### src/hdl/blink_pkg.sv
`default_nettype none
package blink_pkg;

   // ==================================================
   // register map
   localparam logic [3:0] FEATURE_ADDR_LOW = 4'he;
   localparam logic [7:0] FEATURE_RESET    = 8'h00;
   localparam logic [7:0] SPARE_MASK       = 8'hf7;

   // ==================================================
   // field positions of the feature register
   localparam int EXT_CLOCK_POS   = 0;
   localparam int SOFT_RESET_POS  = 1;
   localparam int DECODER_POS     = 2;
   localparam int SPARE_POS       = 3;
   localparam int FLASH_EN_POS    = 4;
   localparam int PERIOD_POS      = 5;
   localparam int ALIGN_POS       = 6;
   localparam int INIT_PHASE_POS  = 7;

   typedef struct packed {
      logic flash_initial_phase;
      logic flash_align;
      logic flash_period_select;
      logic flash_enable;
      logic spare_bit;
      logic decoder_kind_select;
      logic soft_control_reset;
      logic ext_clock_select;
   } feature_t;

   // ==================================================
   // blink timing
   localparam longint CLOCK_HZ       = 100_000_000;
   localparam longint HALF_SHORT_MS  = 500;
   localparam longint HALF_LONG_MS   = 1000;
   localparam int unsigned HALF_SHORT_CYCLES =
      int'((CLOCK_HZ * HALF_SHORT_MS) / 1000);
   localparam int unsigned HALF_LONG_CYCLES =
      int'((CLOCK_HZ * HALF_LONG_MS) / 1000);

   // ==================================================
   // seven-segment font, bits a..g in 6..0
   function automatic logic [6:0] font7(input logic [3:0] code,
                                        input logic       hex);
      logic [6:0] seg;
      seg = 7'h00;
      unique case (code)
         4'h0: seg = 7'h7e;
         4'h1: seg = 7'h30;
         4'h2: seg = 7'h6d;
         4'h3: seg = 7'h79;
         4'h4: seg = 7'h33;
         4'h5: seg = 7'h5b;
         4'h6: seg = 7'h5f;
         4'h7: seg = 7'h70;
         4'h8: seg = 7'h7f;
         4'h9: seg = 7'h7b;
         4'ha: seg = hex ? 7'h77 : 7'h01;
         4'hb: seg = hex ? 7'h1f : 7'h4f;
         4'hc: seg = hex ? 7'h4e : 7'h37;
         4'hd: seg = hex ? 7'h3d : 7'h0e;
         4'he: seg = hex ? 7'h4f : 7'h67;
         4'hf: seg = hex ? 7'h47 : 7'h00;
      endcase
      return seg;
   endfunction

endpackage
`default_nettype wire

### src/hdl/feature_control_blink.sv
`timescale 1ns/1ps
`default_nettype none
module feature_control_blink #(
   parameter int unsigned HALF_SHORT = blink_pkg::HALF_SHORT_CYCLES,
   parameter int unsigned HALF_LONG  = blink_pkg::HALF_LONG_CYCLES
) (
   // system
   input  wire logic       clock,
   input  wire logic       rst,
   // register write port from the serial front end (same clock)
   input  wire logic       reg_wr_en,
   input  wire logic [7:0] reg_addr,
   input  wire logic [7:0] reg_wr_data,
   output logic      [7:0] reg_rd_data,
   // pins from outside the clock domain
   input  wire logic       serial_clock,
   input  wire logic       load_strobe,
   // display data path
   input  wire logic [7:0] digit_data,
   input  wire logic       digit_decode,
   output logic      [7:0] segment_out,
   output logic            display_lit,
   // steering of the rest of the device
   output logic            ext_clock_sel,
   output logic            control_reset,
   output logic            decode_hex
);

   // ==================================================
   // state
   blink_pkg::feature_t feature_reg;
   blink_pkg::feature_t feature_next;
   logic [31:0]         count_reg;
   logic [31:0]         count_next;
   logic                phase_reg;
   logic                phase_next;
   logic                sclk_meta_reg;
   logic                sclk_sync_reg;
   logic                sclk_prev_reg;
   logic                load_meta_reg;
   logic                load_sync_reg;
   logic                load_prev_reg;
   logic [7:0]          rd_data_reg;
   logic [7:0]          segment_reg;
   logic                lit_reg;
   logic                ext_sel_reg;
   logic                ctrl_reset_reg;
   logic                hex_reg;

   // ==================================================
   // register decode
   wire        feature_hit;
   wire [7:0]  wr_masked;

   // upper address nibble is a don't-care
   assign feature_hit = reg_wr_en &&
                        (reg_addr[3:0] == blink_pkg::FEATURE_ADDR_LOW);
   // spare bit never stored, so it always reads zero
   assign wr_masked   = reg_wr_data & blink_pkg::SPARE_MASK;
   assign feature_next = feature_hit ? blink_pkg::feature_t'(wr_masked)
                                     : feature_reg;

   // ==================================================
   // pin synchronisers and edge finders
   wire sclk_rise;
   wire load_rise;

   assign sclk_rise = sclk_sync_reg && !sclk_prev_reg;
   assign load_rise = load_sync_reg && !load_prev_reg;

   // first stage feeds only the second stage
   always_ff @(posedge clock) begin
      sclk_meta_reg <= serial_clock;
      sclk_sync_reg <= sclk_meta_reg;
      load_meta_reg <= load_strobe;
      load_sync_reg <= load_meta_reg;
   end

   // previous sampled levels, cleared in reset, so a pin held high through reset shows one rise right after it
   always_ff @(posedge clock) begin
      if (rst) begin
         sclk_prev_reg <= 1'b0;
         load_prev_reg <= 1'b0;
      end else begin
         sclk_prev_reg <= sclk_sync_reg;
         load_prev_reg <= load_sync_reg;
      end
   end

   // ==================================================
   // blink timebase
   wire        tick;
   wire        align_hit;
   wire [31:0] half_limit;
   wire        half_end;
   wire        flashing;

   // external mode advances once per serial clock rise
   assign tick       = feature_reg.ext_clock_select ? sclk_rise
                                                    : 1'b1;
   assign align_hit  = feature_reg.flash_align && load_rise;
   assign half_limit = feature_reg.flash_period_select
                       ? 32'(HALF_LONG) : 32'(HALF_SHORT);
   // >= keeps a period switch in mid-phase from running past the limit
   assign half_end   = tick && (count_reg >= half_limit - 32'h1);
   assign flashing   = feature_reg.flash_enable;

   // counter held at zero while blinking is off, so every start
   // opens with a full first phase
   always_comb begin
      count_next = count_reg + 32'h1;
      if (align_hit || !flashing) begin
         count_next = 32'h0;
      end else if (!tick) begin
         count_next = count_reg;
      end else if (half_end) begin
         count_next = 32'h0;
      end
   end

   // phase follows the start bit until blinking runs; it takes the
   // value being written, so the first phase obeys the new start bit
   always_comb begin
      phase_next = phase_reg;
      if (align_hit || !flashing) begin
         phase_next = feature_next.flash_initial_phase;
      end else if (half_end) begin
         phase_next = !phase_reg;
      end
   end

   // ==================================================
   // display path
   wire [6:0] font_seg;
   wire [7:0] shown;
   wire       lit_next;

   assign font_seg = blink_pkg::font7(digit_data[3:0],
                                      feature_reg.decoder_kind_select);
   assign shown    = digit_decode ? {digit_data[7], font_seg}
                                  : digit_data;
   // output trails the phase by one edge, so the edge on which blinking
   // starts still shows steady and every first phase is shown in full
   assign lit_next = !flashing || phase_reg;
   // blanking gates the outputs only; stored digit data stays put

   // ==================================================
   // registers
   always_ff @(posedge clock) begin
      if (rst) begin
         feature_reg <= blink_pkg::feature_t'(blink_pkg::FEATURE_RESET);
         count_reg   <= 32'h0;
         phase_reg   <= 1'b0;
      end else begin
         feature_reg <= feature_next;
         count_reg   <= count_next;
         phase_reg   <= phase_next;
      end
   end

   // registered outputs
   always_ff @(posedge clock) begin
      if (rst) begin
         rd_data_reg    <= 8'h00;
         segment_reg    <= 8'h00;
         lit_reg        <= 1'b0;
         ext_sel_reg    <= 1'b0;
         ctrl_reset_reg <= 1'b0;
         hex_reg        <= 1'b0;
      end else begin
         rd_data_reg    <= feature_next;
         segment_reg    <= lit_next ? shown : 8'h00;
         lit_reg        <= lit_next;
         ext_sel_reg    <= feature_next.ext_clock_select;
         ctrl_reset_reg <= feature_next.soft_control_reset;
         hex_reg        <= feature_next.decoder_kind_select;
      end
   end

   assign reg_rd_data   = rd_data_reg;
   assign segment_out   = segment_reg;
   assign display_lit   = lit_reg;
   assign ext_clock_sel = ext_sel_reg;
   assign control_reset = ctrl_reset_reg;
   assign decode_hex    = hex_reg;
endmodule
`default_nettype wire

### config.mk
export PLATFORM = sky130hd
export DESIGN_NAME = feature_control_blink
export DESIGN_NICKNAME = d
export VERILOG_FILES = /design/src/hdl/blink_pkg.sv /design/src/hdl/feature_control_blink.sv
export SDC_FILE = /design/constraint.sdc
export NUM_CORES = 1
export LEC_CHECK = 0
export ABC_AREA = 1
export BUFFER_PORTS_ARGS = -buffer_cell sky130_fd_sc_hd__buf_2
export CORE_UTILIZATION = 45
export CTS_CLUSTER_DIAMETER = 30
export DETAILED_ROUTE_END_ITERATION = 8
export PLACE_DENSITY = 0.64
export SLEW_MARGIN = 10
export SYNTH_ARGS = -nofsm -noshare
export SYNTH_HDL_FRONTEND = slang
export SYNTH_SLANG_ARGS = --single-unit
### constraint.sdc
create_clock -name clock -period 2.1 [get_ports clock]
set_input_delay 0.63 -clock clock [delete_from_list [all_inputs] [get_ports clock]]
set_output_delay 0.63 -clock clock [all_outputs]
set_load 0.05 [all_outputs]
==> results of run 1 <==
[through the flow]
step	std cells	TNS (ns)
after floorplan	427	0
after global placement	542	0
after detailed placement	542	0
after CTS	550	0
after global routing	551	-0.295
final	551	0
[power by group through the flow]
stage	combinational (mW)	clock (mW)	sequential, mW
finish	0.190	0.645	1.07
floorplan	0.0792	0	1.15
CTS	0.189	0.663	1.07
global route	0.208	0.701	1.07
detailed placement	0.189	0	1.10
global placement	0.189	0	1.10
[cell usage in the layout (no fill, tap or decap), drive strengths merged, types with 2 or more instances in the layout]
cell / netlist / layout
nand4: 7 / 7
nor2: 70 / 70
ha: 10 / 10
a211oi: 2 / 2
o21ai: 13 / 13
clkbuf: 3 / 5
nand3: 22 / 22
nor3: 20 / 20
inv: 68 / 69
o211ai: 5 / 5
nand2: 95 / 95
a21oi: 22 / 22
a41oi: 3 / 3
buf: 8 / 50
xor2: 5 / 5
nor3b: 6 / 6
or2: 3 / 3
nand3b: 2 / 2
dfxtp: 55 / 55
[metal layers]
metal,wire [um],vias to the layer above,track usage [%]
met5,0,-,0
met4,50,0,4.70
met3,306,5,3.78
met2,2870,69,31.8
met1,3080,1206,25.4
li1,-,1456,-
[final cells by class]
type / count / area [um2]
fillers: 641 / 2960
multi-input cells: 293 / 1570
well taps: 77 / 96.3
repair buffers: 50 / 268
flip-flops and latches: 55 / 1100
clock inverters: 3 / 31.3
inverters: 68 / 259
clock buffers: 5 / 68.8
[what timing repair did]
action | CTS | global route
endpoints found under the setup margin | 0 | 4
buffers inserted | 0 | 1
gates resized for setup | 0 | 6
endpoints found under the hold margin | 0 | 0
[logic make-up (layout without fill, tap and decap cells)]
logic type	after synthesis	in the layout	synth area share [%]
adders and majority gates	10	10	4.21
AOI/OAI and AO/OA	50	50	10.4
buffers and inverters	79	126	11.1
xor gates and xnor gates	6	6	1.77
other	1	1	0.126
and+or+nand+nor	226	226	35.4
DFF	55	55	37.0
[worst reg2reg max path: cells and delay by family (launching register included)]
kind / cells / cell delay [ns]
AND/OR/NAND/NOR: 6 / 0.52
flip-flops: 1 / 0.41
buffers and inverters: 3 / 0.38
adder cells (fa/ha/maj): 1 / 0.32
AO/OA/AOI/OAI: 2 / 0.25
[path summary, 6_finish.rpt]
path | start | to | slack (ns) | cells past startpoint
max | reg_rd_data[5] | count_reg[18] | 0.17 | 12
min | sclk_meta_reg | sclk_sync_reg | 0.34 | 0
max reg2reg | reg_rd_data[5] | count_reg[18] | 0.17 | 12
min reg2reg | sclk_meta_reg | sclk_sync_reg | 0.34 | 0
==> results.sh, run 1 <==
export IMPL_outcome="completed"
export IMPL_ir_drop_v=0.000378
export IMPL_initial_core_util_pct=46.8
export IMPL_synth_edf_count=0
export IMPL_clkTransAtPathRegs_ns=0.12
export IMPL_drtIter0Drc=133
export IMPL_yosysSeqAreaShare_pct=37.0
export IMPL_leakage_nw=1.58
export IMPL_required_ns=2.35
export IMPL_syn_area_um2=2970
export IMPL_synth_most_common_cell="nand2_1"
export IMPL_gr_total_overflow=0
export IMPL_cp_slowest_cell="dfxtp_4"
export IMPL_fin_nets=513
export IMPL_worst_hold_slack_ns=0.339
export IMPL_cts_tree="built"
export IMPL_wl_mm=6.30
export IMPL_via_count=2736
export IMPL_antenna_found_initial=0
export IMPL_synth_seq_cells=55
export IMPL_drc_errors=0
export IMPL_fin_util_pct=53.5
export IMPL_portBuffers=43
export IMPL_power_density_nw_per_um2=562
export IMPL_htreeDepth=2
export IMPL_preCtsSetupSlack_ns=0.169
export IMPL_ys_types=42
export IMPL_synthTopCellsByArea="dfxtp_1 37%, nand2_1 11%, inv_1 8.1%"
export IMPL_fp_dieH_um=83.3
export IMPL_pwr_share_comb_pct=10.0
export IMPL_hold_buffers=0
export IMPL_setup_viol_count_final=0
export IMPL_yosys_warnings=0
export IMPL_syn_area_per_cell_um2=6.96
export IMPL_p_int_mw=1.38
export IMPL_clock_path_buffers=2
export IMPL_synth_top_area_cell="dfxtp_1"
export IMPL_cts_sinks=55
export IMPL_placed_cell_area_um2=3260
export IMPL_rows=29
export IMPL_post_drt_wl_per_cell_um=11.4
export IMPL_dieArea_um2=6940
export IMPL_critical_path_top_delay_family="simple AND/OR/NAND/NOR gates"
export IMPL_yosys_top_cells_count="88 x nand2_1, 64 x inv_1, 64 x nor2_1"
export IMPL_die_x_um=83.3
export IMPL_cpPeakStageDelay_ns=0.41
export IMPL_startpoint_type="flip-flop"
export IMPL_p_total_mw=1.91
export IMPL_slew_viol_final=0
export IMPL_worstPathCellList="clkinvlp_4 > ha_1 > nand2_1 > inv_1 > a21oi_1 > nor2_1 > nor2_1 > nand2_2 > nand2_4 > buf_4 > nand3_1 > a21oi_1"
export IMPL_finClkSkew_ns=0.0117
export IMPL_p_sw_mw=0.531
export IMPL_grt_max_degree=21
export IMPL_syn_to_final_growth_pct=14.2
export IMPL_hpwl_mm=4.79
export IMPL_gp_congestion=0.880
export IMPL_clk_latency_ns=0.32
export IMPL_p_sw_share_pct=27.9
export IMPL_cts_buffers=5
export IMPL_critPathBufInv=3
export IMPL_grt_pass1_vias=2536
export IMPL_min_delay_path_class="flip-flop to flip-flop"
export IMPL_groute_usage_overall_pct=19.1
export IMPL_worst_slack_ns=0.166
export IMPL_endpoint_kind="flip-flop"
export IMPL_async_reset_ff_share_pct=0
export IMPL_post_synth_inst_count=427
export IMPL_fin_crit_ns=1.93
export IMPL_power_frac_clock_pct=33.8
export IMPL_largest_reg_flops=32
export IMPL_drt_vias_per_instance=4.97
export IMPL_drive_gt1_share_pct=19.0
export IMPL_root_buffer="clkbuf_8"
export IMPL_pwr_share_seq_pct=56.2
export IMPL_drt_first_pass_iters=4
export IMPL_synth_fp_nets=467
export IMPL_max_clock_freq_mhz=517
export IMPL_hold_viol=0
export IMPL_post_route_period_util_pct=92.1
export IMPL_crit_type="flip-flop to flip-flop"
export IMPL_grt_pass1_wl_mm=11.0
export IMPL_critPathMaxFanout=7
export IMPL_worst_ep_arrival_time_ns=2.18
export IMPL_netlist_area_leader_share_pct=37.0
export IMPL_ant_nets=0
export IMPL_fin_area_um2=3390
export IMPL_synth_flop_cell="dfxtp_1"
export IMPL_antenna_cells=0
export IMPL_io_pins=50
export IMPL_core_um2=6350
export IMPL_drv_cap=0
Power figures use the tool's default switching activity.
==> inputs of run 2 (changes only) <==
CORE_MARGIN = 3   (was unset)
==> run 2 against run 1 <==
Against the previous run: final cell count is 0.18% lower; flip-flop and latch count unchanged; total power fell by 1.3%; die area is 9.8% higher; utilization grew 1.4 points; non-clock buffer count up 1; sequential power is essentially flat; combinational power hardly changed; register-to-register slack gained 0.04 ns; wire length rose by 0.35%; largest power group unchanged.
==> results.sh, run 2 (same netlist as run 1, synthesis figures left out) <==
export IMPL_slew_viol_final=0
export IMPL_wl_mm=6.33
export IMPL_fin_crit_ns=1.89
export IMPL_groute_usage_overall_pct=17.8
export IMPL_drive_gt1_share_pct=18.7
export IMPL_outcome="completed"
export IMPL_cts_sinks=55
export IMPL_drc_errors=0
export IMPL_root_buffer="clkbuf_8"
export IMPL_antenna_cells=0
export IMPL_final_cell_mix="88 x nand2_1, 64 x nor2_1, 63 x inv_1"
export IMPL_clkTransAtPathRegs_ns=0.11
export IMPL_ff2ff_setup_slack_ns=0.21
export IMPL_power_density_nw_per_um2=556
export IMPL_min_delay_path_class="flip-flop to flip-flop"
export IMPL_endpoint_kind="flip-flop"
export IMPL_crit_path_end="count_reg[18]"
export IMPL_pwr_share_seq_pct=56.9
export IMPL_p_int_mw=1.37
export IMPL_setup_viol_count_final=0
export IMPL_ir_drop_v=0.000511
export IMPL_antenna_found_initial=0
export IMPL_dieArea_um2=7620
export IMPL_grt_pass1_wl_mm=11.2
export IMPL_drt_vias_per_instance=4.96
export IMPL_gr_total_overflow=0
export IMPL_fp_dieH_um=87.3
export IMPL_grt_pass1_vias=2565
export IMPL_die_x_um=87.3
export IMPL_power_frac_clock_pct=33.1
export IMPL_worst_ep_arrival_time_ns=2.14
export IMPL_syn_to_final_growth_pct=13.8
export IMPL_worst_path_stages=12
export IMPL_drtIter0Drc=97
export IMPL_clock_path_buffers=2
export IMPL_grt_max_degree=20
export IMPL_layout_cells_non_filler=550
export IMPL_dp_cells=540
export IMPL_clk_latency_ns=0.31
export IMPL_hold_buffers=0
export IMPL_cts_buffers=5
export IMPL_max_clock_freq_mhz=528
export IMPL_layout_commonest_cell="nand2_1"
export IMPL_fin_nets=514
export IMPL_critical_path_top_delay_family="simple AND/OR/NAND/NOR gates"
export IMPL_leakage_nw=1.58
export IMPL_hold_viol=0
export IMPL_initial_core_util_pct=48.2
export IMPL_ff2ff_path_depth=12
export IMPL_cts_tree="built"
export IMPL_post_route_period_util_pct=90.1
export IMPL_critPathMaxFanout=7
export IMPL_cpPeakStageDelay_ns=0.37
export IMPL_critPathBufInv=3
export IMPL_pwr_share_comb_pct=10.1
export IMPL_rows=28
export IMPL_worstPathCellList="clkinvlp_4 > ha_1 > nand2_1 > inv_1 > a21oi_1 > nor2_1 > nor2_1 > nand2_2 > nand2_4 > buf_4 > nand3_1 > a21oi_1"
export IMPL_rsz0062_at_grt="no"
export IMPL_min_path_cells=0
export IMPL_io_pins=50
export IMPL_ant_nets=0
export IMPL_cp_slowest_cell="dfxtp_4"
export IMPL_r2r_end="count_reg[18]"
export IMPL_p_sw_share_pct=27.4
export IMPL_startpoint="reg_rd_data[5]"
export IMPL_drt_first_pass_iters=4
export IMPL_core_um2=6170
export IMPL_portBuffers=43
export IMPL_htreeDepth=2
export IMPL_post_drt_wl_per_cell_um=11.5
export IMPL_via_count=2730
export IMPL_gp_congestion=0.857
export IMPL_finClkSkew_ns=0.00900
export IMPL_startpoint_type="flip-flop"
export IMPL_largest_reg_flops=32
export IMPL_rr_startpoint="reg_rd_data[5]"
export IMPL_p_sw_mw=0.516
export IMPL_required_ns=2.35
export IMPL_hpwl_mm=4.93
export IMPL_crit_type="flip-flop to flip-flop"
export IMPL_drv_cap=0
export IMPL_tns_ns=0
-- run 2: cell count changes in the layout (fill, tap and decap cells not counted) --
cell,before,now
inv_6,0,2
inv_8,2,0
nor3b_1,4,6
nor3b_2,2,0
buf_4,7,8
-- run 2: layout make-up --
class	instances	area [um2]
well taps	75	93.8
flip-flops and latches	55	1100
clock buffers	5	68.8
inverters	68	259
repair buffers	51	275
multi-input cells	293	1560
fillers	620	2780
clock inverters	3	26.3
-- run 2: metal layers --
layer | up-vias | GRT usage (%) | wire (um)
li1 | 1457 | - | -
met1 | 1204 | 23.2 | 3040
met2 | 61 | 30.4 | 2940
met3 | 8 | 3.69 | 292
met4 | 0 | 3.63 | 55
met5 | - | 0 | 0
-- run 2: worst register-to-register path: cells and delay by family, from the launching register on --
kind | cells | cell delay [ns]
simple gates | 6 | 0.52
flops | 1 | 0.37
buf+inv | 3 | 0.36
fa+ha+maj | 1 | 0.33
compound gates | 2 | 0.26
-- run 2: how the worst min path moves through the flow --
stage                  start             to
6_report       sclk_meta_reg  sclk_sync_reg
5_1_grt        load_meta_reg  load_sync_reg
4_1_cts        sclk_meta_reg  sclk_sync_reg
3_5_place_dp   sclk_meta_reg  sclk_sync_reg
3_3_place_gp   sclk_meta_reg  sclk_sync_reg
2_1_floorplan  load_meta_reg  load_sync_reg
-- run 2: power by group through the flow --
stage	Combinational (mW)	Sequential (mW)	Clock [mW]
floorplan	0.0792	1.15	0
global placement	0.189	1.10	0
detailed placement	0.187	1.10	0
CTS	0.188	1.07	0.642
global route	0.208	1.07	0.677
finish	0.189	1.07	0.623
-- run 2: what timing repair did --
item / in CTS / in global routing
buffers inserted: 0 / 2
endpoints found under the setup margin: 0 / 14
gates resized for setup: 0 / 4
-- run 2: metrics by stage --
step | power (mW) | area [um2] | hold WS (ns) | utilization (%) | setup slack, ns
detailed placement | 1.28 | 3250 | 0.314 | 52.8 | 0.121
global route | 1.96 | 3380 | 0.355 | 54.9 | 0.00216
global placement | 1.28 | 3250 | 0.310 | 52.8 | 0.205
floorplan | 1.23 | 2970 | 0.310 | - | 0.123
finish | 1.88 | 3380 | 0.338 | 54.9 | 0.207
CTS | 1.90 | 3350 | 0.342 | 54.3 | 0.0932
==> inputs of run 3 (changes only) <==
clock period = 2.05 ns   (was 2.1 ns; I/O delays follow)
==> run 3 against run 2 <==
Against the previous run: clock skew is 0.0046 ns higher; total power is 1.9% higher; highest routed layer unchanged; wire length is 3.0% higher; final cell count stayed put; fmax is 0.21% higher; via count is 0.55% higher; sequential power hardly changed; first-iteration DRC count is 51% higher; clock power hardly changed; worst setup slack worse by 0.046 ns; register-to-register slack worse by 0.05 ns.
==> results.sh, run 3 (same netlist as run 1, synthesis figures left out) <==
export IMPL_outcome="completed"
export IMPL_drt_first_pass_iters=5
export IMPL_cpPeakStageDelay_ns=0.37
export IMPL_clk_latency_ns=0.31
export IMPL_drive_gt1_share_pct=19.4
export IMPL_via_count=2745
export IMPL_drtIter0Drc=146
export IMPL_clock_path_buffers=2
export IMPL_cts_tree="built"
export IMPL_portBuffers=43
export IMPL_drc_errors=0
export IMPL_leakage_nw=1.58
export IMPL_gp_congestion=0.840
export IMPL_drt_vias_per_instance=4.99
export IMPL_post_drt_wl_per_cell_um=11.8
export IMPL_fp_dieH_um=87.3
export IMPL_crit_path_frequent_cell="nor2_1"
export IMPL_fillerInstances=620
export IMPL_root_buffer="clkbuf_8"
export IMPL_max_clock_freq_mhz=529
export IMPL_initial_core_util_pct=48.2
export IMPL_rows=28
export IMPL_clkTransAtPathRegs_ns=0.11
export IMPL_setup_viol_count_final=0
export IMPL_crit_type="flip-flop to flip-flop"
export IMPL_worst_slack_ns=0.161
export IMPL_preCtsSetupSlack_ns=0.112
export IMPL_core_um2=6170
export IMPL_gr_total_overflow=0
export IMPL_syn_to_final_growth_pct=14.0
export IMPL_cts_buffers=5
export IMPL_startpoint_type="flip-flop"
export IMPL_finClkSkew_ns=0.0136
export IMPL_cp_slowest_cell="dfxtp_4"
export IMPL_hpwl_mm=4.96
export IMPL_rsz0062_at_grt="yes"
export IMPL_io_pins=50
export IMPL_min_delay_path_class="flip-flop to flip-flop"
export IMPL_ir_drop_v=0.000364
export IMPL_hold_viol=0
export IMPL_required_ns=2.28
export IMPL_htreeDepth=2
export IMPL_fin_crit_ns=1.89
export IMPL_antenna_found_initial=0
export IMPL_final_cell_mix="88 x nand2_1, 64 x nor2_1, 63 x inv_1"
export IMPL_power_density_nw_per_um2=566
export IMPL_worst_ep_arrival_time_ns=2.12
export IMPL_fin_area_um2=3390
export IMPL_ant_nets=0
export IMPL_fin_nets=514
export IMPL_worstPathCellList="clkinvlp_4 > ha_1 > nand2_1 > nor2_1 > nand3_1 > nor2_1 > nor2_1 > nand2_2 > nand2_2 > nand2_4 > nor3b_2"
export IMPL_groute_usage_overall_pct=18.2
export IMPL_layout_commonest_cell="nand2_1"
export IMPL_antenna_cells=0
export IMPL_grt_max_degree=19
export IMPL_post_route_period_util_pct=92.1
export IMPL_grt_pass1_vias=2527
export IMPL_grt_pass1_wl_mm=11.2
export IMPL_cts_sinks=55
export IMPL_tns_ns=0
export IMPL_drv_cap=0
export IMPL_critPathMaxFanout=18
export IMPL_placed_cell_area_um2=3250
export IMPL_endpoint_kind="flip-flop"
export IMPL_slew_viol_final=0
export IMPL_die_x_um=87.3
export IMPL_largest_reg_flops=32
export IMPL_wl_mm=6.51
export IMPL_dieArea_um2=7620
==> run 3: metal layers <==
layer  GRT usage (%)  routed length, um  up-vias
li1                -                  -     1450
met1            23.5               3100     1213
met2            29.9               2930       73
met3            4.26                392        9
met4            5.58                 89        0
met5               0                  0        -
==> run 3: worst max-delay path: cells and delay by family, from the launching register on <==
| kind | cells | cell delay [ns] |
|---|---|---|
| buffers and inverters | 1 | 0.17 |
| adders and majority gates | 1 | 0.35 |
| and+or+nand+nor | 9 | 0.91 |
| DFF | 1 | 0.37 |
==> run 3: worst paths after layout <==
path,to,slack (ns),cells after the start,startpoint
min,sclk_sync_reg,0.34,0,sclk_meta_reg
min reg2reg,sclk_sync_reg,0.34,0,sclk_meta_reg
max,count_reg[19],0.16,11,reg_rd_data[5]
max reg2reg,count_reg[19],0.16,11,reg_rd_data[5]
==> run 3: final cells by class <==
cell class / count / area (um2) / area share, %
multi-input combinational: 293 / 1570 / 46.2
sequential: 55 / 1100 / 32.6
timing repair buffer: 51 / 275 / 8.12
inverter: 68 / 259 / 7.64
tap: 75 / 93.8 / 2.77
clock buffer: 5 / 68.8 / 2.03
clock inverter: 3 / 22.5 / 0.664
==> run 3: repair_timing <==
item / in CTS / in global routing
setup endpoints to repair: 0 / 16
hold buffers: 0 / 0
resized for setup: 0 / 5
setup buffers: 0 / 2
==> run 3: metrics by stage <==
stage	hold WS (ns)	power, mW	instances	utilization (%)
after detailed placement	0.315	1.32	540	52.8
final	0.338	1.92	550	55.0
after CTS	0.343	1.96	548	54.3
after global placement	0.310	1.32	540	52.8
after floorplan	0.310	1.26	427	-
after global routing	0.353	2.02	550	55.0
==> run 3: power breakdown <==
part	switching, mW	internal [mW]
Clock	0.380	0.246
Combinational	0.137	0.0578
Sequential	0.00760	1.09
Total	0.525	1.39
